**config.mk**
```make
export PLATFORM = sky130hd
export DESIGN_NAME = stc_clock_tree
export DESIGN_NICKNAME = d
export VERILOG_FILES = /design/src/verilog/stc_pkg.sv /design/src/verilog/stc_tick_div.sv /design/src/verilog/stc_clock_tree.sv
export SDC_FILE = /design/constraint.sdc
export NUM_CORES = 1
export LEC_CHECK = 0
export BUFFER_PORTS_ARGS = -buffer_cell sky130_fd_sc_hd__buf_2
export CAP_MARGIN = 30
export CORE_MARGIN = 2
export CORE_UTILIZATION = 60
export DETAILED_ROUTE_END_ITERATION = 8
export PLACE_DENSITY = 0.8
export SLEW_MARGIN = 0
export SYNTH_ARGS = -nofsm -noshare
export SYNTH_HDL_FRONTEND = slang
export SYNTH_SLANG_ARGS = --single-unit
```
**constraint.sdc**
```tcl
create_clock -name clk_i -period 4.7 [get_ports clk_i]
set_input_delay 1.41 -clock clk_i [delete_from_list [all_inputs] [get_ports clk_i]]
set_output_delay 1.41 -clock clk_i [all_outputs]
set_load 0.05 [all_outputs]
```
**src/verilog/stc_pkg.sv**
```systemverilog
// Constants for the system clock tree control block
package stc_pkg;

    // ------------------------------------------------------------
    // Register byte offsets
    // ------------------------------------------------------------
    localparam logic [7:0] OFS_OSC = 8'h00;
    localparam logic [7:0] OFS_LOOP = 8'h04;
    localparam logic [7:0] OFS_RUN = 8'h08;
    localparam logic [7:0] OFS_VLP = 8'h0c;
    localparam logic [7:0] OFS_PERI = 8'h10;
    localparam logic [7:0] OFS_STAT = 8'h14;

    // ------------------------------------------------------------
    // Field positions
    // ------------------------------------------------------------
    localparam int OSC_EN_BIT = 0;
    localparam int OSC_RANGE_LSB = 1;
    localparam int OSC_REFSEL_BIT = 3;
    localparam int FAST_EN_BIT = 4;
    localparam int SLOW_EN_BIT = 5;
    localparam int LOOP_EN_BIT = 0;
    localparam int LOOP_PREDIV_LSB = 1;
    localparam int LOOP_MULT_LSB = 4;
    localparam int BUSDIV_LSB = 0;
    localparam int COREDIV_LSB = 16;
    localparam int SYSSRC_LSB = 24;
    localparam int PSEL_LSB = 16;
    localparam int PBUS_EN_BIT = 20;

    // ------------------------------------------------------------
    // Reset values
    // ------------------------------------------------------------
    localparam logic [31:0] OSC_RST = 32'h0000_0030;
    localparam logic [31:0] LOOP_RST = 32'h0000_0000;
    localparam logic [31:0] CFG_RST = 32'h0200_0000;
    localparam logic [31:0] PERI_RST = 32'h0000_0000;

    // ------------------------------------------------------------
    // Encodings
    // ------------------------------------------------------------
    localparam logic [1:0] RANGE_HIGH = 2'h3;
    localparam logic [5:0] LOOP_MULT_BASE = 6'h10;
    localparam logic [8:0] CREDIT_MAX = 9'h0ff;

    typedef enum logic [3:0] {
        SRC_NONE = 4'h0,
        SRC_CRYSTAL = 4'h1,
        SRC_SLOW = 4'h2,
        SRC_FAST = 4'h3,
        SRC_LOOP = 4'h6
    } stc_src_t;

endpackage

```
**src/verilog/stc_tick_div.sv**
```systemverilog
// Tick divider by field value plus one, held while its source is off
`timescale 1ns/1ps
module stc_tick_div (
    // Clock and reset
    input wire logic clk_i,
    input wire logic rst_i,
    // Source
    input wire logic src_on_i,
    input wire logic tick_i,
    input wire logic [3:0] ratio_i,
    // Divided tick
    output logic tick_o
);

    // ------------------------------------------------------------
    // Counter
    // ------------------------------------------------------------
    logic [3:0] cnt;
    logic [3:0] next_cnt;
    logic next_tick;

    always_comb begin
        next_cnt = cnt;
        next_tick = 1'b0;
        if (!src_on_i) begin
            next_cnt = 4'h0;
        end else if (tick_i) begin
            if (cnt >= ratio_i) begin
                next_cnt = 4'h0;
                next_tick = 1'b1;
            end else begin
                next_cnt = cnt + 4'h1;
            end
        end
    end

    always_ff @(posedge clk_i) begin
        if (rst_i) begin
            cnt <= 4'h0;
            tick_o <= 1'b0;
        end else begin
            cnt <= next_cnt;
            tick_o <= next_tick;
        end
    end

    // ------------------------------------------------------------
    // Checks
    // ------------------------------------------------------------
    a_div_cause: assert property (@(posedge clk_i) disable iff (rst_i)
        tick_o |-> $past(tick_i) && $past(src_on_i))
        else $error("divided tick without source tick");
    a_div_unity: assert property (@(posedge clk_i) disable iff (rst_i)
        src_on_i && tick_i && ratio_i == 4'h0 |=> tick_o)
        else $error("ratio zero did not pass tick");
    a_div_hold: assert property (@(posedge clk_i) disable iff (rst_i)
        !src_on_i |=> !tick_o)
        else $error("tick while source off");

endmodule

```
**src/verilog/stc_clock_tree.sv**
```systemverilog
// System clock tree control: oscillators, loop, dividers, peripheral clock
//
// Functional notes
// Oscillator range value 3 selects the high 8-40 MHz crystal range.
// Oscillator clock reaches consumers only while its enable is 1.
// Reference select 1 takes the crystal, 0 the external clock pin.
// Loop reference is only the oscillator clock, never an RC source.
// Loop runs and ticks only while its enable is 1.
// Prediv 0, multiplier 8 on 8 MHz reference gives 96 MHz.
// Software keeps loop at most 160 MHz, its oscillator 320 MHz.
// System source value 6 routes the loop output to system clocks.
// System source value 2 routes the slow RC clock.
// Core divider field 1 divides by two for core and system clock.
// Bus divider is fed by the core divider output.
// Selector and divider set follows the current power mode.
// Software keeps core and system clock at most 48 MHz in run.
// Only fast RC, slow RC, crystal and low power osc are roots; the code also takes external_clock_pin_i as a root, used at reference select 0.
// Peripheral bus clock is bus clock; function clock from four sources.
// Peripheral select 0 keeps the function clock stopped.
// Divider fields 0 to 15 divide by field plus one.
// A clock with a disabled source holds still until re-enabled.
`timescale 1ns/1ps
module stc_clock_tree (
    // Clock and reset
    input wire logic clk_i,
    input wire logic rst_i,
    // Avalon-MM slave
    input wire logic [7:0] avs_address_i,
    input wire logic avs_read_i,
    input wire logic avs_write_i,
    input wire logic [31:0] avs_writedata_i,
    input wire logic [3:0] avs_byteenable_i,
    output logic [31:0] avs_readdata_o,
    output logic avs_waitrequest_o,
    // Root sources
    input wire logic crystal_input_i,
    input wire logic external_clock_pin_i,
    input wire logic fast_rc_tick_i,
    input wire logic slow_rc_tick_i,
    input wire logic low_power_osc_tick_i,
    // Power mode
    input wire logic lp_mode_i,
    // Clock enables and high range flag out
    output logic crystal_osc_clock_o,
    output logic loop_clock_o,
    output logic platform_clock_o,
    output logic bus_clock_o,
    output logic periph_bus_clock_o,
    output logic periph_func_clock_o,
    output logic low_power_osc_clock_o,
    output logic high_range_o
);

    // ------------------------------------------------------------
    // Helpers
    // ------------------------------------------------------------
    function automatic logic pick_src(input logic [3:0] code,
        input logic x, input logic s, input logic f, input logic l);
        logic r;
        r = 1'b0;
        case (code)
            stc_pkg::SRC_CRYSTAL: r = x;
            stc_pkg::SRC_SLOW: r = s;
            stc_pkg::SRC_FAST: r = f;
            stc_pkg::SRC_LOOP: r = l;
            default: r = 1'b0;
        endcase
        return r;
    endfunction

    function automatic logic [31:0] merge_be(input logic [31:0] old,
        input logic [31:0] wd, input logic [3:0] be);
        logic [31:0] r;
        r = old;
        for (int i = 0; i < 4; i++) begin
            if (be[i]) begin
                r[i*8 +: 8] = wd[i*8 +: 8];
            end
        end
        return r;
    endfunction

    // ------------------------------------------------------------
    // Register file
    // ------------------------------------------------------------
    logic [31:0] osc_reg, loop_reg, run_reg, vlp_reg, peri_reg;
    logic [31:0] next_osc_reg, next_loop_reg, next_run_reg;
    logic [31:0] next_vlp_reg, next_peri_reg;
    logic served, next_served;
    logic [31:0] next_rdata;
    logic [31:0] stat_word;
    logic req;

    assign req = avs_read_i | avs_write_i;
    // One wait cycle: request taken on the edge where served is cleared
    assign avs_waitrequest_o = req & ~served;

    always_comb begin
        next_osc_reg = osc_reg;
        next_loop_reg = loop_reg;
        next_run_reg = run_reg;
        next_vlp_reg = vlp_reg;
        next_peri_reg = peri_reg;
        next_served = req & ~served;
        next_rdata = avs_readdata_o;
        if (avs_write_i && served) begin
            unique case (avs_address_i)
                stc_pkg::OFS_OSC: next_osc_reg =
                    merge_be(osc_reg, avs_writedata_i, avs_byteenable_i);
                stc_pkg::OFS_LOOP: next_loop_reg =
                    merge_be(loop_reg, avs_writedata_i, avs_byteenable_i);
                stc_pkg::OFS_RUN: next_run_reg =
                    merge_be(run_reg, avs_writedata_i, avs_byteenable_i);
                stc_pkg::OFS_VLP: next_vlp_reg =
                    merge_be(vlp_reg, avs_writedata_i, avs_byteenable_i);
                stc_pkg::OFS_PERI: next_peri_reg =
                    merge_be(peri_reg, avs_writedata_i, avs_byteenable_i);
                default: ;
            endcase
        end
        if (avs_read_i && !served) begin
            unique case (avs_address_i)
                stc_pkg::OFS_OSC: next_rdata = osc_reg;
                stc_pkg::OFS_LOOP: next_rdata = loop_reg;
                stc_pkg::OFS_RUN: next_rdata = run_reg;
                stc_pkg::OFS_VLP: next_rdata = vlp_reg;
                stc_pkg::OFS_PERI: next_rdata = peri_reg;
                stc_pkg::OFS_STAT: next_rdata = stat_word;
                default: next_rdata = 32'h0000_0000;
            endcase
        end
    end

    always_ff @(posedge clk_i) begin
        if (rst_i) begin
            osc_reg <= stc_pkg::OSC_RST;
            loop_reg <= stc_pkg::LOOP_RST;
            run_reg <= stc_pkg::CFG_RST;
            vlp_reg <= stc_pkg::CFG_RST;
            peri_reg <= stc_pkg::PERI_RST;
            served <= 1'b0;
            avs_readdata_o <= 32'h0000_0000;
        end else begin
            osc_reg <= next_osc_reg;
            loop_reg <= next_loop_reg;
            run_reg <= next_run_reg;
            vlp_reg <= next_vlp_reg;
            peri_reg <= next_peri_reg;
            served <= next_served;
            avs_readdata_o <= next_rdata;
        end
    end

    // ------------------------------------------------------------
    // Field decode
    // ------------------------------------------------------------
    logic osc_en, ref_sel, fast_en, slow_en, loop_en, loop_run;
    logic [1:0] osc_range;
    logic [2:0] prediv;
    logic [4:0] mult;
    logic [31:0] act_cfg;
    logic [3:0] act_src, act_core, act_bus;
    logic [2:0] psel;

    assign osc_en = osc_reg[stc_pkg::OSC_EN_BIT];
    assign osc_range = osc_reg[stc_pkg::OSC_RANGE_LSB +: 2];
    assign ref_sel = osc_reg[stc_pkg::OSC_REFSEL_BIT];
    assign fast_en = osc_reg[stc_pkg::FAST_EN_BIT];
    assign slow_en = osc_reg[stc_pkg::SLOW_EN_BIT];
    assign loop_en = loop_reg[stc_pkg::LOOP_EN_BIT];
    assign prediv = loop_reg[stc_pkg::LOOP_PREDIV_LSB +: 3];
    assign mult = loop_reg[stc_pkg::LOOP_MULT_LSB +: 5];
    // Loop needs its reference running as well
    assign loop_run = loop_en & osc_en;
    assign act_cfg = lp_mode_i ? vlp_reg : run_reg;
    assign act_src = act_cfg[stc_pkg::SYSSRC_LSB +: 4];
    assign act_core = act_cfg[stc_pkg::COREDIV_LSB +: 4];
    assign act_bus = act_cfg[stc_pkg::BUSDIV_LSB +: 4];
    assign psel = peri_reg[stc_pkg::PSEL_LSB +: 3];
    assign high_range_o = (osc_range == stc_pkg::RANGE_HIGH);
    assign stat_word = {24'h00_0000, high_range_o, act_src,
        lp_mode_i, loop_run, osc_en};

    // ------------------------------------------------------------
    // Crystal oscillator and loop
    // ------------------------------------------------------------
    logic crystal_input_s1, crystal_input_s2, pin_s1, pin_s2, ref_last;
    logic ref_now, osc_tick, next_osc_tick;
    logic [7:0] credit;
    logic [8:0] next_credit, sum;
    logic [4:0] den;
    logic emit, loop_tick, next_loop_tick;

    // Pin inputs are asynchronous: two flops before any use
    assign ref_now = ref_sel ? crystal_input_s2 : pin_s2;
    assign den = {1'b0, prediv, 1'b0} + 5'h02;
    assign emit = loop_run && ({1'b0, credit} >= {4'h0, den});

    always_comb begin
        next_osc_tick = osc_en & ref_now & ~ref_last;
        sum = {1'b0, credit};
        if (osc_tick) begin
            sum = sum + {3'h0, {1'b0, mult} + stc_pkg::LOOP_MULT_BASE};
        end
        if (emit) begin
            sum = sum - {4'h0, den};
        end
        // Saturates: rates above clk_i cannot be shown as enables
        next_credit = (sum > stc_pkg::CREDIT_MAX) ? stc_pkg::CREDIT_MAX : sum;
        if (!loop_run) begin
            next_credit = 9'h000;
        end
        next_loop_tick = emit;
    end

    always_ff @(posedge clk_i) begin
        if (rst_i) begin
            crystal_input_s1 <= 1'b0;
            crystal_input_s2 <= 1'b0;
            pin_s1 <= 1'b0;
            pin_s2 <= 1'b0;
            ref_last <= 1'b0;
            osc_tick <= 1'b0;
            credit <= 8'h00;
            loop_tick <= 1'b0;
        end else begin
            crystal_input_s1 <= crystal_input_i;
            crystal_input_s2 <= crystal_input_s1;
            pin_s1 <= external_clock_pin_i;
            pin_s2 <= pin_s1;
            ref_last <= ref_now;
            osc_tick <= next_osc_tick;
            credit <= next_credit[7:0];
            loop_tick <= next_loop_tick;
        end
    end

    // ------------------------------------------------------------
    // System, core and bus clocks
    // ------------------------------------------------------------
    logic fast_g, slow_g, sys_tick, sys_on, core_tick, bus_tick;

    assign fast_g = fast_en & fast_rc_tick_i;
    assign slow_g = slow_en & slow_rc_tick_i;
    assign sys_tick = pick_src(act_src, osc_tick, slow_g, fast_g, loop_tick);
    assign sys_on = pick_src(act_src, osc_en, slow_en, fast_en, loop_run);

    stc_tick_div u_core_div (
        .clk_i(clk_i),
        .rst_i(rst_i),
        .src_on_i(sys_on),
        .tick_i(sys_tick),
        .ratio_i(act_core),
        .tick_o(core_tick)
    );

    stc_tick_div u_bus_div (
        .clk_i(clk_i),
        .rst_i(rst_i),
        .src_on_i(sys_on),
        .tick_i(core_tick),
        .ratio_i(act_bus),
        .tick_o(bus_tick)
    );

    // ------------------------------------------------------------
    // Second-stage dividers and peripheral clocks
    // ------------------------------------------------------------
    logic [3:0] divb_in, divb_on, divb_tick;
    logic next_pbus, next_pfunc, pbus, pfunc, lpo_q;

    assign divb_in = {loop_tick, fast_g, slow_g, osc_tick};
    assign divb_on = {loop_run, fast_en, slow_en, osc_en};

    for (genvar g = 0; g < 4; g++) begin : g_divb
        stc_tick_div u_divb (
            .clk_i(clk_i),
            .rst_i(rst_i),
            .src_on_i(divb_on[g]),
            .tick_i(divb_in[g]),
            .ratio_i(peri_reg[g*4 +: 4]),
            .tick_o(divb_tick[g])
        );
    end

    always_comb begin
        next_pbus = bus_tick & peri_reg[stc_pkg::PBUS_EN_BIT];
        next_pfunc = pick_src({1'b0, psel}, divb_tick[0], divb_tick[1],
            divb_tick[2], divb_tick[3]);
    end

    always_ff @(posedge clk_i) begin
        if (rst_i) begin
            pbus <= 1'b0;
            pfunc <= 1'b0;
            lpo_q <= 1'b0;
        end else begin
            pbus <= next_pbus;
            pfunc <= next_pfunc;
            lpo_q <= low_power_osc_tick_i;
        end
    end

    assign crystal_osc_clock_o = osc_tick;
    assign loop_clock_o = loop_tick;
    assign platform_clock_o = core_tick;
    assign bus_clock_o = bus_tick;
    assign periph_bus_clock_o = pbus;
    assign periph_func_clock_o = pfunc;
    assign low_power_osc_clock_o = lpo_q;

    // ------------------------------------------------------------
    // Checks
    // ------------------------------------------------------------
    a_range_high: assert property (@(posedge clk_i) disable iff (rst_i)
        $rose(osc_range == 2'h3) |-> high_range_o)
        else $error("range 3 did not select high range");
    a_osc_gate: assert property (@(posedge clk_i) disable iff (rst_i)
        !osc_en |=> !crystal_osc_clock_o)
        else $error("oscillator ticked while disabled");
    a_ref_pick: assert property (@(posedge clk_i) disable iff (rst_i)
        osc_en && ref_sel && $stable(ref_sel) && crystal_input_s2 && !ref_last
        |=> crystal_osc_clock_o)
        else $error("crystal edge did not make an oscillator tick");
    a_loop_off: assert property (@(posedge clk_i) disable iff (rst_i)
        !loop_en |=> !loop_clock_o ##1 !loop_clock_o)
        else $error("loop ticked while disabled");
    a_loop_ref: assert property (@(posedge clk_i) disable iff (rst_i)
        credit == 8'h00 && !osc_tick |=> !loop_clock_o)
        else $error("loop ticked without oscillator reference");
    a_loop_ratio: assert property (@(posedge clk_i) disable iff (rst_i)
        osc_tick && credit == 8'h00 && loop_run && prediv == 3'h0
        && mult == 5'h08 ##1 loop_run[*8] |=> $past(credit, 8) == 8'h18
        && loop_clock_o && $past(loop_clock_o, 2) && $past(loop_clock_o, 4)
        && $past(loop_clock_o, 7))
        else $error("loop ratio 24/2 not met");
    a_sys_loop: assert property (@(posedge clk_i) disable iff (rst_i)
        act_src == 4'h6 |-> sys_tick == loop_tick && sys_on == loop_run)
        else $error("source 6 did not route the loop");
    a_sys_slow: assert property (@(posedge clk_i) disable iff (rst_i)
        act_src == 4'h2 && slow_en |-> sys_tick == slow_rc_tick_i)
        else $error("source 2 did not route the slow RC");
    a_core_half: assert property (@(posedge clk_i) disable iff (rst_i)
        core_tick && sys_on && act_core == 4'h1 && $stable(act_core)
        |-> !$past(core_tick))
        else $error("core divide by two broken");
    a_bus_feed: assert property (@(posedge clk_i) disable iff (rst_i)
        bus_clock_o |-> $past(core_tick))
        else $error("bus tick without core tick");
    a_mode_set: assert property (@(posedge clk_i) disable iff (rst_i)
        lp_mode_i |-> act_core == vlp_reg[19:16] && act_bus == vlp_reg[3:0])
        else $error("low power set not used");
    a_pbus_follow: assert property (@(posedge clk_i) disable iff (rst_i)
        periph_bus_clock_o |-> $past(bus_tick))
        else $error("peripheral bus clock not from bus clock");
    a_pfunc_stop: assert property (@(posedge clk_i) disable iff (rst_i)
        psel == 3'h0 |=> !periph_func_clock_o)
        else $error("function clock ran with select 0");

endmodule

```
==> run_results.csv <==
group,metric,value,unit
logic_synthesis,ys_types,59,
worst_hold_path,hold_path.startpoint,"ref_last",
clocking,clk_latency,0.54,ns
finish,fillers,1447,
sta,setup_viol,0,
finish,final_common_cell,"dfxtp_1",
clocking,postCtsSetupRepairBufs,0,
global_routing,grt_pass1_vias,9199,
logic_synthesis,synth_area,11300,um2
floorplan,dieArea,20000,um2
setup_path,path_max_fanout,7,
clocking,ctsHoldBuffers,0,
logic_synthesis,yosys_warnings,0,
worst_hold_path,min_path_cells,1,
clocking,numCtsBuffers,25,
placed_design,numPortBuffers,94,
pwr,power_leakage,4.95,nW
detailed_routing,vias,9877,
sta,maxSlewViolCount,0,
placed_design,place.gp.congestion,0.924,
global_routing,antenna_found_initial,2,
clocking,cts_resized,0,
sta,clock_skew,0.0118,ns
clocking,cts_tree,"built",
sta,maxClockFrequency,284,MHz
logic_synthesis,ys_seq_area_frac,0.426,
placed_design,dp_hpwl,20.9,mm
placed_design,placed_area,12000,um2
setup_path,reg2reg_slack,1.18,ns
setup_path,timing.rr.start,"loop_reg[5]",
logic_synthesis,synth_area_leader_cell,"dfxtp_1",
global_routing,grt-ovfl-total,0,
detailed_routing,wl,30.5,mm
pwr,power.density,327,nW/um2
finish,final_area,12800,um2
detailed_routing,drc,0,
floorplan,initial_core_util,0.609,
worst_hold_path,hold_class,"reg2reg",
setup_path,worstPathArrival,3.92,ns
detailed_routing,vias_per_cell,6.14,
sta,final.setup.tns,0,ns
finish,area_delta_synth_final,12.8,%
finish,layout.nets,1461,
setup_path,start_kind,"flip-flop",
logic_synthesis,synth_edf_count,0,
finish,layout-drive-gt1-share,0.146,
clocking,root_buffer,"clkbuf_16",
finish,fin_util,0.687,
worst_hold_path,hold_path_end,"crystal_osc_clock_o",
clocking,cts_buffer_depth,3,
setup_path,worstPathRequired,5.09,ns
sta,grt_setup_unrepaired,"no",
logic_synthesis,synth_top_area_frac,0.426,
logic_synthesis,synth_top_cells_by_area,"dfxtp_1 (43%), mux2i_1 (9.1%), nand2_1 (6.1%)",
run,cap_violations,0,
pwr,ir_drop,0.000246,V
run_status,status,"completed",
setup_path,critical_path_class,"reg2reg",
clocking,htreeDepth,1,
sta,fin_crit_sh,0.750,
global_routing,grt_pass1_wl,48.8,mm
floorplan,fp.dieW,141,um
clocking,cts_sinks,241,
global_routing,grt_max_degree,97,
clocking,path_clk_slew,0.06,ns
logic_synthesis,synth_area_per_cell,8.81,um2
logic_synthesis,synth_seq_cells,241,
global_routing,grtUsageTotal,0.303,
floorplan,core,18600,um2
detailed_routing,drt-wirelength-per-cell,19.0,um
sta,finalHoldViolCount,0,
logic_synthesis,syn_inst,1284,
sta,period_needed,3.52,ns
logic_synthesis,synth_ff_type,"dfxtp_1",
setup_path,end_kind,"flip-flop",
detailed_routing,firstDrtPassIters,7,
logic_synthesis,synthArstFlopShare,0,
floorplan,io_pins,95,
detailed_routing,detail_route.iter0.violations,1021,
setup_path,r2r-end,"credit[1]",
sta,relSlewSlack,0.473,
floorplan,rows,50,
sta,worst_pin_slew,0.790,ns
setup_path,r2r_cells,14,
detailed_routing,antenna_left,0,
logic_synthesis,synth_nets,1391,
floorplan,die_h,141,um
finish,final_cell_mix,"dfxtp_1 (241), nand2_1 (183), nor2_1 (133), a21oi_1 (106), mux2i_1 (103)",
==> cell type report <==
cell class,count,area [um2],share of cell area
Clock inverter,11,83.8,0.00657
Sequential cell,241,4820,0.378
Antenna cell,1,2.50,0.000196
Multi-Input combinational cell,938,6070,0.475
Inverter,35,131,0.0103
Clock buffer,35,723,0.0567
Tap cell,234,293,0.0229
Timing Repair Buffer,113,639,0.0501
==> per-stage QoR <==
step / total power (W) / setup slack, ns / hold slack, ns / instances
finish: 0.00417 / 1.18 / 0.403 / 1608
global route: 0.00427 / 1.02 / 0.422 / 1607
CTS: 0.00418 / 1.21 / 0.396 / 1607
detailed placement: 0.00227 / 0.850 / 0.391 / 1561
global placement: 0.00226 / 0.901 / 0.378 / 1560
floorplan: 0.00219 / 0.895 / 0.374 / 1284
==> cells in the mapped netlist (6+ instances only) <==
cell and number:
a21o_1 16, a21oi_1 106, a221oi_1 6, a222oi_1 25, a22o_1 48, and2_1 6, buf_2 10, clkbuf_1 50
dfxtp_1 241, ha_1 51, inv_1 35, mux2_2 14, mux2i_1 103, nand2_1 183, nand2b_1 17, nand3_1 24
nand3b_1 9, nand4_1 7, nor2_1 133, nor2_2 13, nor2b_1 18, o21ai_0 63, o21ai_1 21, xnor2_1 11
xor2_1 11
==> metal layers <==
metal	GRT usage	vias up	wire [um]
met5	0	-	13
met4	0.110	2	971
met3	0.0516	87	2550
met2	0.495	423	14100
met1	0.408	4700	12900
li1	-	4665	-
==> critical path: stages, from the launching register on <==
cell and delay, ns:
dfxtp_1 0.36, ha_1 0.30, ha_1 0.16, inv_1 0.05
fa_1 0.40, xnor2_1 0.14, mux2_2 0.29, ha_1 0.31
a21oi_1 0.14, o21ai_0 0.16, a21oi_1 0.18, nand3_1 0.15
nor3_2 0.26, xor2_2 0.35, a21oi_1 0.13
==> power breakdown <==
group / switching [W] / total, W / internal [W] / leakage, nW
Sequential: 0.00000641 / 0.00206 / 0.00205 / 1.94
Clock: 0.000820 / 0.00195 / 0.00113 / 0.410
Combinational: 0.000123 / 0.000169 / 0.0000460 / 2.59
==> how the worst max path moves through the flow <==
stage	slack, ns	start	cells past startpoint	end
after global routing	1.02	loop_reg[5]	14	credit[1]
after global placement	0.90	avs_address_i[1]	8	loop_reg[14]
after detailed placement	0.85	avs_address_i[1]	8	loop_reg[14]
after floorplan	0.89	lp_mode_i	11	u_core_div.cnt[2]
final	1.18	loop_reg[5]	14	credit[1]
after CTS	1.21	loop_reg[5]	14	credit[1]
==> cell families (layout without fill, tap and decap cells) <==
kind of cell,Yosys count,count (layout),share of synthesized area
flops,241,241,0.426
simple gates,440,440,0.176
fa+ha+maj,53,53,0.0599
xor+xnor,23,23,0.0185
buf+inv,105,194,0.0389
compound gates,303,303,0.173
other cells,0,1,0
mux,119,119,0.108
No activity file was read; power rests on OpenSTA's default activity.
